[src/design/gpts_defs.svh]
`ifndef GPTS_DEFS_SVH
`define GPTS_DEFS_SVH
// ****************************************
// register offsets (word index on the plain port)
// ****************************************
`define GPTS_T1CTL_ADDR 4'h0
`define GPTS_T1CNT_ADDR 4'h1
`define GPTS_T1PER_ADDR 4'h2
`define GPTS_T2CTL_ADDR 4'h3
`define GPTS_T2CNT_ADDR 4'h4
`define GPTS_T2PER_ADDR 4'h5
`define GPTS_T3CTL_ADDR 4'h6
`define GPTS_T3CNT_ADDR 4'h7
`define GPTS_T3PER_ADDR 4'h8
`define GPTS_IRQ_STAT_ADDR 4'h9
`define GPTS_IRQ_MASK_ADDR 4'hA
// ****************************************
// control field positions
// ****************************************
`define GPTS_RUN_BIT 15
`define GPTS_IDLE_BIT 13
`define GPTS_GATE_BIT 6
`define GPTS_PS_HI 5
`define GPTS_PS_LO 4
`define GPTS_PAIR_BIT 3
`define GPTS_SYNC_BIT 2
`define GPTS_CS_BIT 1
// implemented bits per control register
`define GPTS_T1_MASK 16'hA076
`define GPTS_T2_MASK 16'hA07A
`define GPTS_T3_MASK 16'hA072
`define GPTS_CTL_RESET 16'h0000
`define GPTS_PER_RESET 16'hFFFF
// ****************************************
// prescale terminal counts
// ****************************************
`define GPTS_PS1_TC 8'h00
`define GPTS_PS8_TC 8'h07
`define GPTS_PS64_TC 8'h3F
`define GPTS_PS256_TC 8'hFF
`endif

[src/design/gpts_pkg.sv]
package gpts_pkg;
  typedef enum logic [2:0] {
    GPTS_ST_RESET = 3'h1,
    GPTS_ST_RUN = 3'h2,
    GPTS_ST_DONE = 3'h4
  } gpts_phase_t;

  typedef struct packed {
    logic [15:0] ctl1;
    logic [15:0] ctl2;
    logic [15:0] ctl3;
    logic [15:0] cnt1;
    logic [15:0] cnt2;
    logic [15:0] cnt3;
    logic [15:0] per1;
    logic [15:0] per2;
    logic [15:0] per3;
    logic [7:0] ps1;
    logic [7:0] ps2;
    logic [7:0] ps3;
    logic [2:0] ext1_prev;
    logic [2:0] ext2_prev;
    logic [2:0] ext3_prev;
    logic [2:0] gate_prev;
    logic [1:0] t1_sync;
    logic [2:0] irq_stat;
    logic [2:0] irq_mask;
    logic [15:0] rdata;
    logic irq;
    logic adc_trig;
    gpts_phase_t phase;
  } gpts_state_t;
endpackage

[src/design/gpts_timer_set.sv]
`timescale 1ns/1ns
`include "gpts_defs.svh"
// Operation
// - timer1 run bit starts and stops counting
// - idle-stop bit halts timer in idle
// - gate bit only acts with internal clock
// - prescale codes 1, 8, 64, 256
// - timer1 sync bit only with external clock
// - timer1 clock source: pin edge or internal
// - timers 2/3 clock source likewise
// - pair bit joins timers 2 and 3
// - timer2 low word, timer3 high word
// - paired, timer3 control has no effect
// - paired match raises timer3 flag
// - paired period is period3:period2
// - timer2 run bit runs pair or timer2
// - timers 2/3 have no asynchronous mode
// - only paired timer makes adc trigger
// - unimplemented control bits read zero
// - period match clears count, keeps counting
// - timer1 irq on match or gate fall
module gpts_timer_set
  import gpts_pkg::*;
(
  input wire logic clk_in,
  input wire logic arst_n_in,
  input wire logic [3:0] addr_in,
  input wire logic [15:0] wdata_in,
  input wire logic wr_in,
  input wire logic rd_in,
  input wire logic idle_in,
  input wire logic [2:0] ext_clk_in,
  input wire logic [2:0] gate_in,
  output logic [15:0] rdata_out,
  output logic irq_out,
  output logic adc_trig_out
);
  // ****************************************
  // helpers
  // ****************************************
  function automatic logic [7:0] ps_tc(input logic [15:0] ctl);
    case (ctl[`GPTS_PS_HI:`GPTS_PS_LO])
      2'b00: ps_tc = `GPTS_PS1_TC;
      2'b01: ps_tc = `GPTS_PS8_TC;
      2'b10: ps_tc = `GPTS_PS64_TC;
      default: ps_tc = `GPTS_PS256_TC;
    endcase
  endfunction

  // one timer input tick: source, gating, idle, run
  function automatic logic src_tick(input logic [15:0] ctl, input logic ext_rise,
                                    input logic gate);
    logic active;
    active = ctl[`GPTS_RUN_BIT] && !(idle_in && ctl[`GPTS_IDLE_BIT]);
    if (ctl[`GPTS_CS_BIT]) begin
      src_tick = active && ext_rise;
    end else begin
      src_tick = active && (!ctl[`GPTS_GATE_BIT] || gate);
    end
  endfunction

  gpts_state_t s_q;
  gpts_state_t s_d;
  logic [2:0] rise;
  logic t1_ext_edge;
  logic pair;
  logic [2:0] tick;
  logic [2:0] ev;
  logic [31:0] cnt32;
  logic [31:0] per32;
  logic gfall1;

  // while paired, timer3's own prescaler and control bits sit idle
  assign pair = s_q.ctl2[`GPTS_PAIR_BIT];
  assign cnt32 = {s_q.cnt3, s_q.cnt2};
  assign per32 = {s_q.per3, s_q.per2};
  assign rise = ext_clk_in & ~s_q.ext1_prev;

  // ****************************************
  // next state
  // ****************************************
  always_comb begin
    s_d = s_q;
    ev = 3'h0;
    tick = 3'h0;
    s_d.ext1_prev = ext_clk_in;
    s_d.gate_prev = gate_in;
    s_d.t1_sync = {s_q.t1_sync[0], ext_clk_in[0]};
    s_d.adc_trig = 1'b0;
    s_d.phase = GPTS_ST_RUN;
    // unsynchronised path still sampled once: inputs are taken as synchronous
    t1_ext_edge = s_q.ctl1[`GPTS_SYNC_BIT] ? (s_q.t1_sync[0] && !s_q.t1_sync[1])
                                         : rise[0];
    gfall1 = s_q.gate_prev[0] && !gate_in[0] && s_q.ctl1[`GPTS_GATE_BIT]
             && !s_q.ctl1[`GPTS_CS_BIT] && s_q.ctl1[`GPTS_RUN_BIT];
    // ****************************************
    // prescalers
    // ****************************************
    if (src_tick(s_q.ctl1, t1_ext_edge, gate_in[0])) begin
      if (s_q.ps1 >= ps_tc(s_q.ctl1)) begin
        s_d.ps1 = 8'h00;
        tick[0] = 1'b1;
      end else begin
        s_d.ps1 = s_q.ps1 + 8'h01;
      end
    end
    // timers 2/3 only synchronous paths: no asynchronous mode
    if (src_tick(s_q.ctl2, rise[1], gate_in[1])) begin
      if (s_q.ps2 >= ps_tc(s_q.ctl2)) begin
        s_d.ps2 = 8'h00;
        tick[1] = 1'b1;
      end else begin
        s_d.ps2 = s_q.ps2 + 8'h01;
      end
    end
    if (!pair && src_tick(s_q.ctl3, rise[2], gate_in[2])) begin
      if (s_q.ps3 >= ps_tc(s_q.ctl3)) begin
        s_d.ps3 = 8'h00;
        tick[2] = 1'b1;
      end else begin
        s_d.ps3 = s_q.ps3 + 8'h01;
      end
    end
    // ****************************************
    // counters
    // ****************************************
    if (tick[0]) begin
      if (s_q.cnt1 == s_q.per1) begin
        s_d.cnt1 = 16'h0000;
        ev[0] = 1'b1;
      end else begin
        s_d.cnt1 = s_q.cnt1 + 16'h0001;
      end
    end
    if (gfall1) begin
      ev[0] = 1'b1;
    end
    if (pair) begin
      if (tick[1]) begin
        if (cnt32 == per32) begin
          {s_d.cnt3, s_d.cnt2} = 32'h0000_0000;
          ev[2] = 1'b1;
          s_d.adc_trig = 1'b1;
        end else begin
          {s_d.cnt3, s_d.cnt2} = cnt32 + 32'h0000_0001;
        end
      end
    end else begin
      if (tick[1]) begin
        if (s_q.cnt2 == s_q.per2) begin
          s_d.cnt2 = 16'h0000;
          ev[1] = 1'b1;
        end else begin
          s_d.cnt2 = s_q.cnt2 + 16'h0001;
        end
      end
      if (tick[2]) begin
        if (s_q.cnt3 == s_q.per3) begin
          s_d.cnt3 = 16'h0000;
          ev[2] = 1'b1;
        end else begin
          s_d.cnt3 = s_q.cnt3 + 16'h0001;
        end
      end
    end
    // ****************************************
    // register writes
    // ****************************************
    if (wr_in) begin
      // a control write restarts its prescaler, so a smaller ratio never overruns
      case (addr_in)
        `GPTS_T1CTL_ADDR: begin
          s_d.ctl1 = wdata_in & `GPTS_T1_MASK;
          s_d.ps1 = 8'h00;
        end
        `GPTS_T2CTL_ADDR: begin
          s_d.ctl2 = wdata_in & `GPTS_T2_MASK;
          s_d.ps2 = 8'h00;
        end
        `GPTS_T3CTL_ADDR: begin
          s_d.ctl3 = wdata_in & `GPTS_T3_MASK;
          s_d.ps3 = 8'h00;
        end
        `GPTS_T1CNT_ADDR: s_d.cnt1 = wdata_in;
        `GPTS_T2CNT_ADDR: s_d.cnt2 = wdata_in;
        `GPTS_T3CNT_ADDR: s_d.cnt3 = wdata_in;
        `GPTS_T1PER_ADDR: s_d.per1 = wdata_in;
        `GPTS_T2PER_ADDR: s_d.per2 = wdata_in;
        `GPTS_T3PER_ADDR: s_d.per3 = wdata_in;
        `GPTS_IRQ_STAT_ADDR: s_d.irq_stat = s_q.irq_stat & ~wdata_in[2:0];
        `GPTS_IRQ_MASK_ADDR: s_d.irq_mask = wdata_in[2:0];
        default: s_d.irq_mask = s_q.irq_mask;
      endcase
    end
    // ****************************************
    // interrupts
    // ****************************************
    // set wins over a same-cycle clear
    s_d.irq_stat = s_d.irq_stat | ev;
    s_d.irq = |(s_d.irq_stat & s_d.irq_mask);
    // ****************************************
    // read port: data in the cycle after the strobe
    // ****************************************
    s_d.rdata = 16'h0000;
    if (rd_in) begin
      case (addr_in)
        `GPTS_T1CTL_ADDR: s_d.rdata = s_q.ctl1;
        `GPTS_T2CTL_ADDR: s_d.rdata = s_q.ctl2;
        `GPTS_T3CTL_ADDR: s_d.rdata = s_q.ctl3;
        `GPTS_T1CNT_ADDR: s_d.rdata = s_q.cnt1;
        `GPTS_T2CNT_ADDR: s_d.rdata = s_q.cnt2;
        `GPTS_T3CNT_ADDR: s_d.rdata = s_q.cnt3;
        `GPTS_T1PER_ADDR: s_d.rdata = s_q.per1;
        `GPTS_T2PER_ADDR: s_d.rdata = s_q.per2;
        `GPTS_T3PER_ADDR: s_d.rdata = s_q.per3;
        `GPTS_IRQ_STAT_ADDR: s_d.rdata = {13'h0000, s_q.irq_stat};
        `GPTS_IRQ_MASK_ADDR: s_d.rdata = {13'h0000, s_q.irq_mask};
        default: s_d.rdata = 16'h0000;
      endcase
    end
  end

  always_ff @(posedge clk_in or negedge arst_n_in) begin
    if (!arst_n_in) begin
      s_q <= '{
        ctl1: `GPTS_CTL_RESET,
        ctl2: `GPTS_CTL_RESET,
        ctl3: `GPTS_CTL_RESET,
        cnt1: 16'h0000,
        cnt2: 16'h0000,
        cnt3: 16'h0000,
        per1: `GPTS_PER_RESET,
        per2: `GPTS_PER_RESET,
        per3: `GPTS_PER_RESET,
        ps1: 8'h00,
        ps2: 8'h00,
        ps3: 8'h00,
        ext1_prev: 3'h0,
        ext2_prev: 3'h0,
        ext3_prev: 3'h0,
        gate_prev: 3'h0,
        t1_sync: 2'h0,
        irq_stat: 3'h0,
        irq_mask: 3'h0,
        rdata: 16'h0000,
        irq: 1'b0,
        adc_trig: 1'b0,
        phase: GPTS_ST_RESET};
    end else begin
      s_q <= s_d;
    end
  end

  assign rdata_out = s_q.rdata;
  assign irq_out = s_q.irq;
  assign adc_trig_out = s_q.adc_trig;
endmodule

[config.mk]
export PLATFORM = sky130hd
export DESIGN_NAME = gpts_timer_set
export DESIGN_NICKNAME = d
export VERILOG_FILES = /design/src/design/gpts_pkg.sv /design/src/design/gpts_timer_set.sv
export VERILOG_INCLUDE_DIRS = /design/src /design/src/design
export SDC_FILE = /design/constraint.sdc
export NUM_CORES = 1
export LEC_CHECK = 0
export ABC_AREA = 1
export BUFFER_PORTS_ARGS = -buffer_cell sky130_fd_sc_hd__buf_2
export CAP_MARGIN = 25
export CORE_MARGIN = 8
export CORE_UTILIZATION = 24
export CTS_CLUSTER_SIZE = 40
export DETAILED_ROUTE_END_ITERATION = 16
export PLACE_DENSITY_LB_ADDON = 0.1
export SYNTH_ARGS = -nofsm -noshare
export SYNTH_HDL_FRONTEND = slang
export SYNTH_SLANG_ARGS = --single-unit
[constraint.sdc]
create_clock -name clk_in -period 4.55 [get_ports clk_in]
set_input_delay 0.455 -clock clk_in [delete_from_list [all_inputs] [get_ports clk_in]]
set_output_delay 0.455 -clock clk_in [all_outputs]
set_load 0.02 [all_outputs]
==> results.env, run 1 <==
RUN_STATUS='completed'
TIMING.FINAL.SETUP_VIOLATIONS=0
DIEWIDTH_UM=233
CRITICAL_PATH.CELL_CHAIN='nand2_1 -> ha_1 -> nand2_1 -> nor3_1 -> nor3_2 -> a21oi_4 -> nand2_1 -> nor2_1 -> nand2_1 -> nand3_1 -> o21ai_0'
RRSETUPSLACK_NS=1.56
SYNTH-SEQ-AREA-SHARE=0.378
WORST-ENDPOINT-REQUIRED_NS=4.91
NETLIST_INSTANCES=1670
FINALWORSTPATHREQUIREDPERIOD_NS=2.99
RSZ0062_AT_GRT='no'
REG2REG_DEPTH=11
CTS_SINKS=169
YS.WARNINGS.COUNT=0
CTS_TREE='built'
POST_DRT_VIA_CELL_RATIO=4.60
TNS_NS=0
NUMPORTBUFFERS=48
MAPPEDNETLISTAREA_MM2=0.0113
MAX_CAP_VIOLATIONS=0
NUM-NETS-FINAL=1729
CTS.CLK_SLEW.WORST_PATHS_NS=0.07
SWSHARE=0.438
MAX_SLEW.WORST_PIN.SLEW_NS=0.963
DR.FIRST_ITER.DRC_COUNT=713
TIMING.FINAL.WS_SETUP_NS=1.56
CHIPHEIGHT_UM=233
SHARE_COMB_OF_TOTAL_POWER=0.349
MAX-CLOCK-PATH-BUFFERS=2
CTS_POST_SETUP_BUFFERS_INSERTED=0
INTPOWER_mW=3.52
MIN_PERIOD_OVER_PERIOD=0.657
RR_ENDPOINT='cnt32[9]'
CTS_REPAIR_RESIZE_COUNT=0
LAYOUT_COMMON_CELLS='535 x nand2_1, 210 x nor2_1, 196 x inv_1'
SYNTH_FLOP_CELL='dfrtp_1'
YS_SEQ_ELEMENTS=169
CTS_MADE_BUFFERS=17
ROUTED_WIRELENGTH_MM=45.3
TIMING.MAX_SLEW.REL_SLACK=0.357
POWER-PER-CELL-AREA_mW_PER_MM2=495
GRT_MAX_DEGREE=104
ANTENNA_CELLS=0
FINAL_CORE_UTILIZATION=0.271
SYNTH_TOP_AREA_CELL='dfrtp_1'
ASYNCSETRESETFLOPFRACSYNTH=1.00
FINAL_INSTANCE_AREA_MM2=0.0127
WORST_SETUP_PATH_ENDPOINT='cnt32[9]'
DETAILED_PLACE.AREA_MM2=0.0120
FINALHOLDVIOLCOUNT=0
P_SWITCHING_mW=2.74
WORSTSKEWPAIRLATENCY_NS=0.50
CTS_ROOT_BUF='clkbuf_16'
INITIAL_UTILIZATION=0.243
ROUTE.ANTENNA.REMAINING_NETS=0
POSTSYNTHNETCOUNT=1718
DELAY_OF_THE_SLOWEST_CELL_ON_THE_WORST_PATH_NS=0.57
PORTION_OF_TOTAL_POWER_ATTRIBUTED_TO_SEQUENTIAL_CELLS=0.406
MOSTFREQUENTLAYOUTCELL='nand2_1'
WORST_SETUP_PATH_END_KIND='flip-flop'
CP_SLOWEST_CELL='a21oi_4'
DETAIL_ROUTE.DRC_VIOLATIONS=0
SYNTH_TOP_AREA_FRAC=0.267
GRT_OVERFLOW=0
SYNTH.AREA.TOP_CELLS='dfrtp_1 27%, nand2_1 18%, dfstp_2 11%'
SYNTH_EDF_COUNT=0
HPWL_MM=34.9
VDD_IR_DROP_MAX_mV=0.257
STARTPOINT='s_q[182]'
FIRST_PASS_ITERS=5
INSTANCES_NO_FILL=2301
GLOBAL_ROUTE.USAGE.TOTAL=0.171
FP.COREAREA_MM2=0.0467
GRT_PASS1_VIAS=10700
SETUP.WORST_PATH.START_CLASS='flip-flop'
GRT_ANTENNA_BEFORE_REPAIR=0
POWER.STATIC_LEAKAGE_nW=6.01
ACHIEVABLE-FREQUENCY_MHz=334
POWER_mW=6.27
ROUTED_WIRE_LENGTH_PER_INSTANCE_UM=19.7
DRIVE_GT1_FRAC=0.107
ROWS=79
TIMING.HOLD.WORST.CLASS='primary input to asynchronous set/reset pin'
SLEW_VIOLATIONS=0
DESIGN.DIE.AREA_MM2=0.0545
WORST_HOLD_CHECK_SLACK_NS=0.0578
YS_TYPES=51
DETAILROUTE.VIA_COUNT=10600
WORST_EP_ARRIVAL_TIME_NS=3.35
CRIT_FANOUT=19
DPL_WORST_SLACK_NS=1.56
H-TREE-DEPTH=4
GRT_FIRST_PASS_WIRELENGTH_MM=68.6
PLACED_CELLS_INCL_TAPS=2268
CRITICAL_SETUP_PATH_KIND='flip-flop to flip-flop'
AVERAGE_FOOTPRINT_OF_A_SYNTHESIZED_CELL_UM2=6.80
AREA_DELTA_SYNTH_FINAL_PCT=11.5
WORSTREG2REGSTART='s_q[182]'
CTSHOLDBUFFERS=0
CRIT_TOP_CELL='nand2_1'
GPL.FINAL_WEIGHTED_CONGESTION=0.858
CLOCKPOWERSHARE=0.245
FIN_WORST_SKEW_NS=0.0128
PIN_COUNT=49
==> power by group through the flow <==
stage / Combinational, mW / Sequential, mW / Clock, mW
4_1_cts: 2.20 / 2.54 / 1.60
3_5_place_dp: 2.19 / 2.56 / 0
2_1_floorplan: 1.74 / 2.23 / 0
6_report: 2.19 / 2.54 / 1.53
3_3_place_gp: 2.18 / 2.56 / 0
5_1_grt: 2.51 / 2.60 / 1.65
==> state kept, by name (all words and copies together), names as in the netlist <==
| name | count |
|---|---|
| adc_trig_out | 1 |
| cnt32 | 32 |
| irq_out | 1 |
| pair | 1 |
| per32 | 32 |
| rdata_out | 16 |
| s_d | 1 |
| s_q | 85 |
==> worst max-delay path: cells and delay by family, from the launching register on <==
kind | cells | cell delay [ns]
adders and majority gates | 1 | 0.33
and+or+nand+nor | 8 | 1.31
DFF | 1 | 0.56
AOI/OAI and AO/OA | 2 | 0.64
==> Yosys cell counts, types with 6 or more instances <==
master / number
buf_2: 15
a211oi_1: 6
a221oi_1: 7
xnor2_1: 20
nor2_2: 6
o21ai_1: 7
buf_6: 6
a21oi_1: 39
inv_1: 196
nor3b_1: 6
nor3_1: 19
inv_2: 17
dfrtp_1: 121
o22ai_1: 29
nand2_2: 7
xor2_1: 37
nand4_1: 22
ha_1: 17
clkbuf_1: 21
buf_4: 20
o21ai_0: 121
nand2_1: 535
nand3_1: 83
nor2_1: 210
dfstp_2: 48
==> cell families after synthesis <==
group	Yosys count	share of synthesized area
compound gates	243	0.125
xor+xnor	57	0.0440
fa+ha+maj	17	0.0187
buf+inv	279	0.105
flops	169	0.378
simple gates	905	0.329
==> worst min path at each step <==
stage | start | end | slack, ns
final | arst_n_in | s_q[47] | 0.06
after global routing | ext_clk_in[0] | s_d[28] | 0.07
after CTS | ext_clk_in[2] | s_q[40] | 0.05
after detailed placement | s_d[28] | s_q[28] | 0.40
after global placement | s_d[28] | s_q[28] | 0.39
after floorplan | arst_n_in | adc_trig_out | 0.16
==> cell type report <==
cell class              count  area [um^2]
clock buffers              20          437
flip-flops and latches    169         4290
inverters                 213          800
fillers                  5272        34000
well taps                 607          759
multi-input cells        1222         5870
repair buffers             58          357
clock inverters            12          141
==> metal layers <==
metal  wire length (um)  vias to the layer above  global-route usage  part of all wire
li1                   -                     5308                   -                 -
met1              22500                     4997               0.235              0.50
met2              19900                      217               0.261              0.44
met3               1500                       67              0.0295             0.033
met4               1450                        0              0.0716             0.032
met5                  0                        -                   0                 0
Note: power is estimated with default switching activity, not from simulation.
==> run 2: changes to the inputs <==
--- a/config.mk
+++ b/config.mk
@@ -6,7 +6,7 @@
 export SDC_FILE = /design/constraint.sdc
 export NUM_CORES = 1
 export LEC_CHECK = 0
-export ABC_AREA = 1
+export ABC_AREA = 0
 export BUFFER_PORTS_ARGS = -buffer_cell sky130_fd_sc_hd__buf_2
 export CAP_MARGIN = 25
 export CORE_MARGIN = 8
==> constraint.sdc (replaced) <==
create_clock -name clk_in -period 3.1 [get_ports clk_in]
set_input_delay 0.31 -clock clk_in [delete_from_list [all_inputs] [get_ports clk_in]]
set_output_delay 0.31 -clock clk_in [all_outputs]
set_load 0.02 [all_outputs]
==> run 2 against run 1 <==
Compared with the run above: core utilization grew 1.5 points; worst setup slack lost 1.4 ns; non-clock buffer count grew 67; largest power group unchanged; fmax grew 3.1%; combinational power grew 23%; critical path type unchanged; critical path depth shrank 1; sequential power grew 37%; hold slack gained 0.12 ns; highest routed layer unchanged; via count shrank 19%.
==> results.env, run 2 <==
RUN_STATUS='completed'
MAX-CLOCK-PATH-BUFFERS=2
DR.FIRST_ITER.DRC_COUNT=656
SYNTH_TOP_AREA_CELL='dfrtp_1'
GPL.FINAL_WEIGHTED_CONGESTION=0.807
WORST_SETUP_PATH_END_KIND='flip-flop'
ROWS=75
POWER.STATIC_LEAKAGE_nW=4.90
SETUP.WORST_PATH.START_CLASS='flip-flop'
SLEW_VIOLATIONS=0
DESIGN.DIE.AREA_MM2=0.0494
SYNTH_EDF_COUNT=0
GRT_OVERFLOW=0
YS_TYPES=81
SYNTH_FLOP_CELL='dfrtp_1'
DRIVE_GT1_FRAC=0.264
POSTSYNTHNETCOUNT=1116
AREA_DELTA_SYNTH_FINAL_PCT=17.4
FINAL_INSTANCE_AREA_MM2=0.0120
SYNTH.AREA.TOP_CELLS='dfrtp_1 30%, dfstp_2 12%, mux2_2 7.9%'
NETLIST_INSTANCES=1068
PIN_COUNT=49
GRT_PASS1_VIAS=8530
POST_DRT_VIA_CELL_RATIO=5.08
FINALWORSTPATHREQUIREDPERIOD_NS=2.90
DETAIL_ROUTE.DRC_VIOLATIONS=0
MAX_SLEW.WORST_PIN.SLEW_NS=0.783
MAX_CAP_VIOLATIONS=0
NUMPORTBUFFERS=48
DIEWIDTH_UM=222
ROUTE.ANTENNA.REMAINING_NETS=0
CTS.CLK_SLEW.WORST_PATHS_NS=0.07
TIMING.FINAL.WS_SETUP_NS=0.199
DETAILROUTE.VIA_COUNT=8526
SYNTH_TOP_AREA_FRAC=0.296
LAYOUT_COMMON_CELLS='121 x dfrtp_1, 110 x nand2_1, 88 x nor2_1'
HPWL_MM=29.1
POST_SYNTH_TOP_CELLS='121 x dfrtp_1, 110 x nand2_1, 89 x nor2_1, 85 x xor2_1, 72 x mux2_2'
CRIT_FANOUT=5
PLACED_CELLS_INCL_TAPS=1639
ASYNCSETRESETFLOPFRACSYNTH=1.00
YS.WARNINGS.COUNT=0
H-TREE-DEPTH=4
GRT_FIRST_PASS_WIRELENGTH_MM=59.6
ROUTED_WIRE_LENGTH_PER_INSTANCE_UM=23.7
INSTANCES_NO_FILL=1677
WORST-ENDPOINT-REQUIRED_NS=3.44
CRITICAL_SETUP_PATH_KIND='flip-flop to flip-flop'
SYNTH-SEQ-AREA-SHARE=0.420
FIN_WORST_SKEW_NS=0.0147
ROUTED_WIRELENGTH_MM=39.8
CTS_TREE='built'
CHIPHEIGHT_UM=222
FIRST_PASS_ITERS=6
CTS_SINKS=169
CTS_ROOT_BUF='clkbuf_16'
TIMING.HOLD.WORST.CLASS='primary input to flip-flop'
CTS_MADE_BUFFERS=17
GRT_ANTENNA_BEFORE_REPAIR=2
VDD_IR_DROP_MAX_mV=0.340
GRT_MAX_DEGREE=63
RRSETUPSLACK_NS=0.20
FINALHOLDVIOLCOUNT=0
WORST_EP_ARRIVAL_TIME_NS=3.24
TIMING.MAX_SLEW.REL_SLACK=0.478
ANTENNA_CELLS=0
MOSTFREQUENTLAYOUTCELL='dfrtp_1'
WORSTSKEWPAIRLATENCY_NS=0.46
TIMING.FINAL.SETUP_VIOLATIONS=0
DETAILED_PLACE.AREA_MM2=0.0113
RSZ0062_AT_GRT='no'
MAX_FLOP_REGISTER='s_q'
NUM-NETS-FINAL=1173
TNS_NS=0
YOSYS.CELL_COUNT.TOP_TYPE='dfrtp_1'
AVERAGE_FOOTPRINT_OF_A_SYNTHESIZED_CELL_UM2=9.56
FP.COREAREA_MM2=0.0419
FLIP_FLOP_COUNT_OF_THE_LARGEST_REGISTER_AFTER_LAYOUT=85
MAPPEDNETLISTAREA_MM2=0.0102
MIN_PERIOD_OVER_PERIOD=0.936
ACHIEVABLE-FREQUENCY_MHz=345
YS_SEQ_ELEMENTS=169
GLOBAL_ROUTE.USAGE.TOTAL=0.161
INITIAL_UTILIZATION=0.243
DPL_WORST_SLACK_NS=0.0301
POWER-PER-CELL-AREA_mW_PER_MM2=709
POWER_mW=8.50
## run 2: report_power, final
| group | total, mW | internal (mW) | switching (mW) |
|---|---|---|---|
| logic | 2.70 | 1.15 | 1.55 |
| clock network | 2.33 | 1.30 | 1.03 |
| registers | 3.47 | 2.82 | 0.653 |
| total | 8.50 | 5.26 | 3.23 |
## run 2: cell type report
class                           instances  area (um^2)
Clock buffer                           19          443
Clock inverter                         13          166
Fill cell                            4430        30000
Inverter                               15         56.3
Multi-Input combinational cell        797         5490
Sequential cell                       169         4290
Tap cell                              539          674
Timing Repair Buffer                  125          865
## run 2: layer usage
layer | track usage | share of wire | vias to the layer above
met2 | 0.248 | 0.45 | 203
met4 | 0.0473 | 0.017 | 0
met5 | 0 | 0 | -
met3 | 0.0256 | 0.041 | 33
li1 | - | - | 3984
met1 | 0.230 | 0.49 | 4306
## run 2: per-stage QoR
step                 util  hold WS (ns)
floorplan               -        0.0144
global placement    0.270         0.353
detailed placement  0.270         0.354
CTS                 0.285         0.151
global route        0.286         0.164
finish              0.286         0.173
## run 2: final timing paths
| check | start | to | cells after the start |
|---|---|---|---|
| worst max register to register | s_q[182] | irq_out | 10 |
| worst max-delay path | s_q[182] | irq_out | 10 |
| worst min-delay path | wdata_in[14] | s_q[159] | 3 |
| max in group asynchronous | arst_n_in | s_q[112] | 3 |
| worst min register to register | s_d[28] | s_q[28] | 0 |
| min in group asynchronous | arst_n_in | s_q[157] | 2 |
## run 2: cells by family after synthesis
group           count (synthesis)  share of synthesized area
simple gates                  375                      0.184
compound gates                226                      0.157
flops                         169                      0.420
buf+inv                       102                     0.0448
xor+xnor                       98                     0.0840
mux                            81                     0.0894
fa+ha+maj                      17                     0.0208
## run 2: timing repair
action	in CTS	in global routing
hold endpoints to repair	36	0
gates resized for setup	0	2
buffers inserted	0	1
hold buffers	5	0
setup endpoints to repair	0	15
## run 2: worst max-delay path, stage by stage (launching register included)
cell and delay [ns]:
dfrtp_1 0.37, or2_1 0.25, inv_1 0.06, ha_1 0.21
nor2_1 0.17, a211oi_2 0.08, nor4b_4 0.58, or2_1 0.31
nor3_2 0.10, a211o_1 0.33, a221o_1 0.32
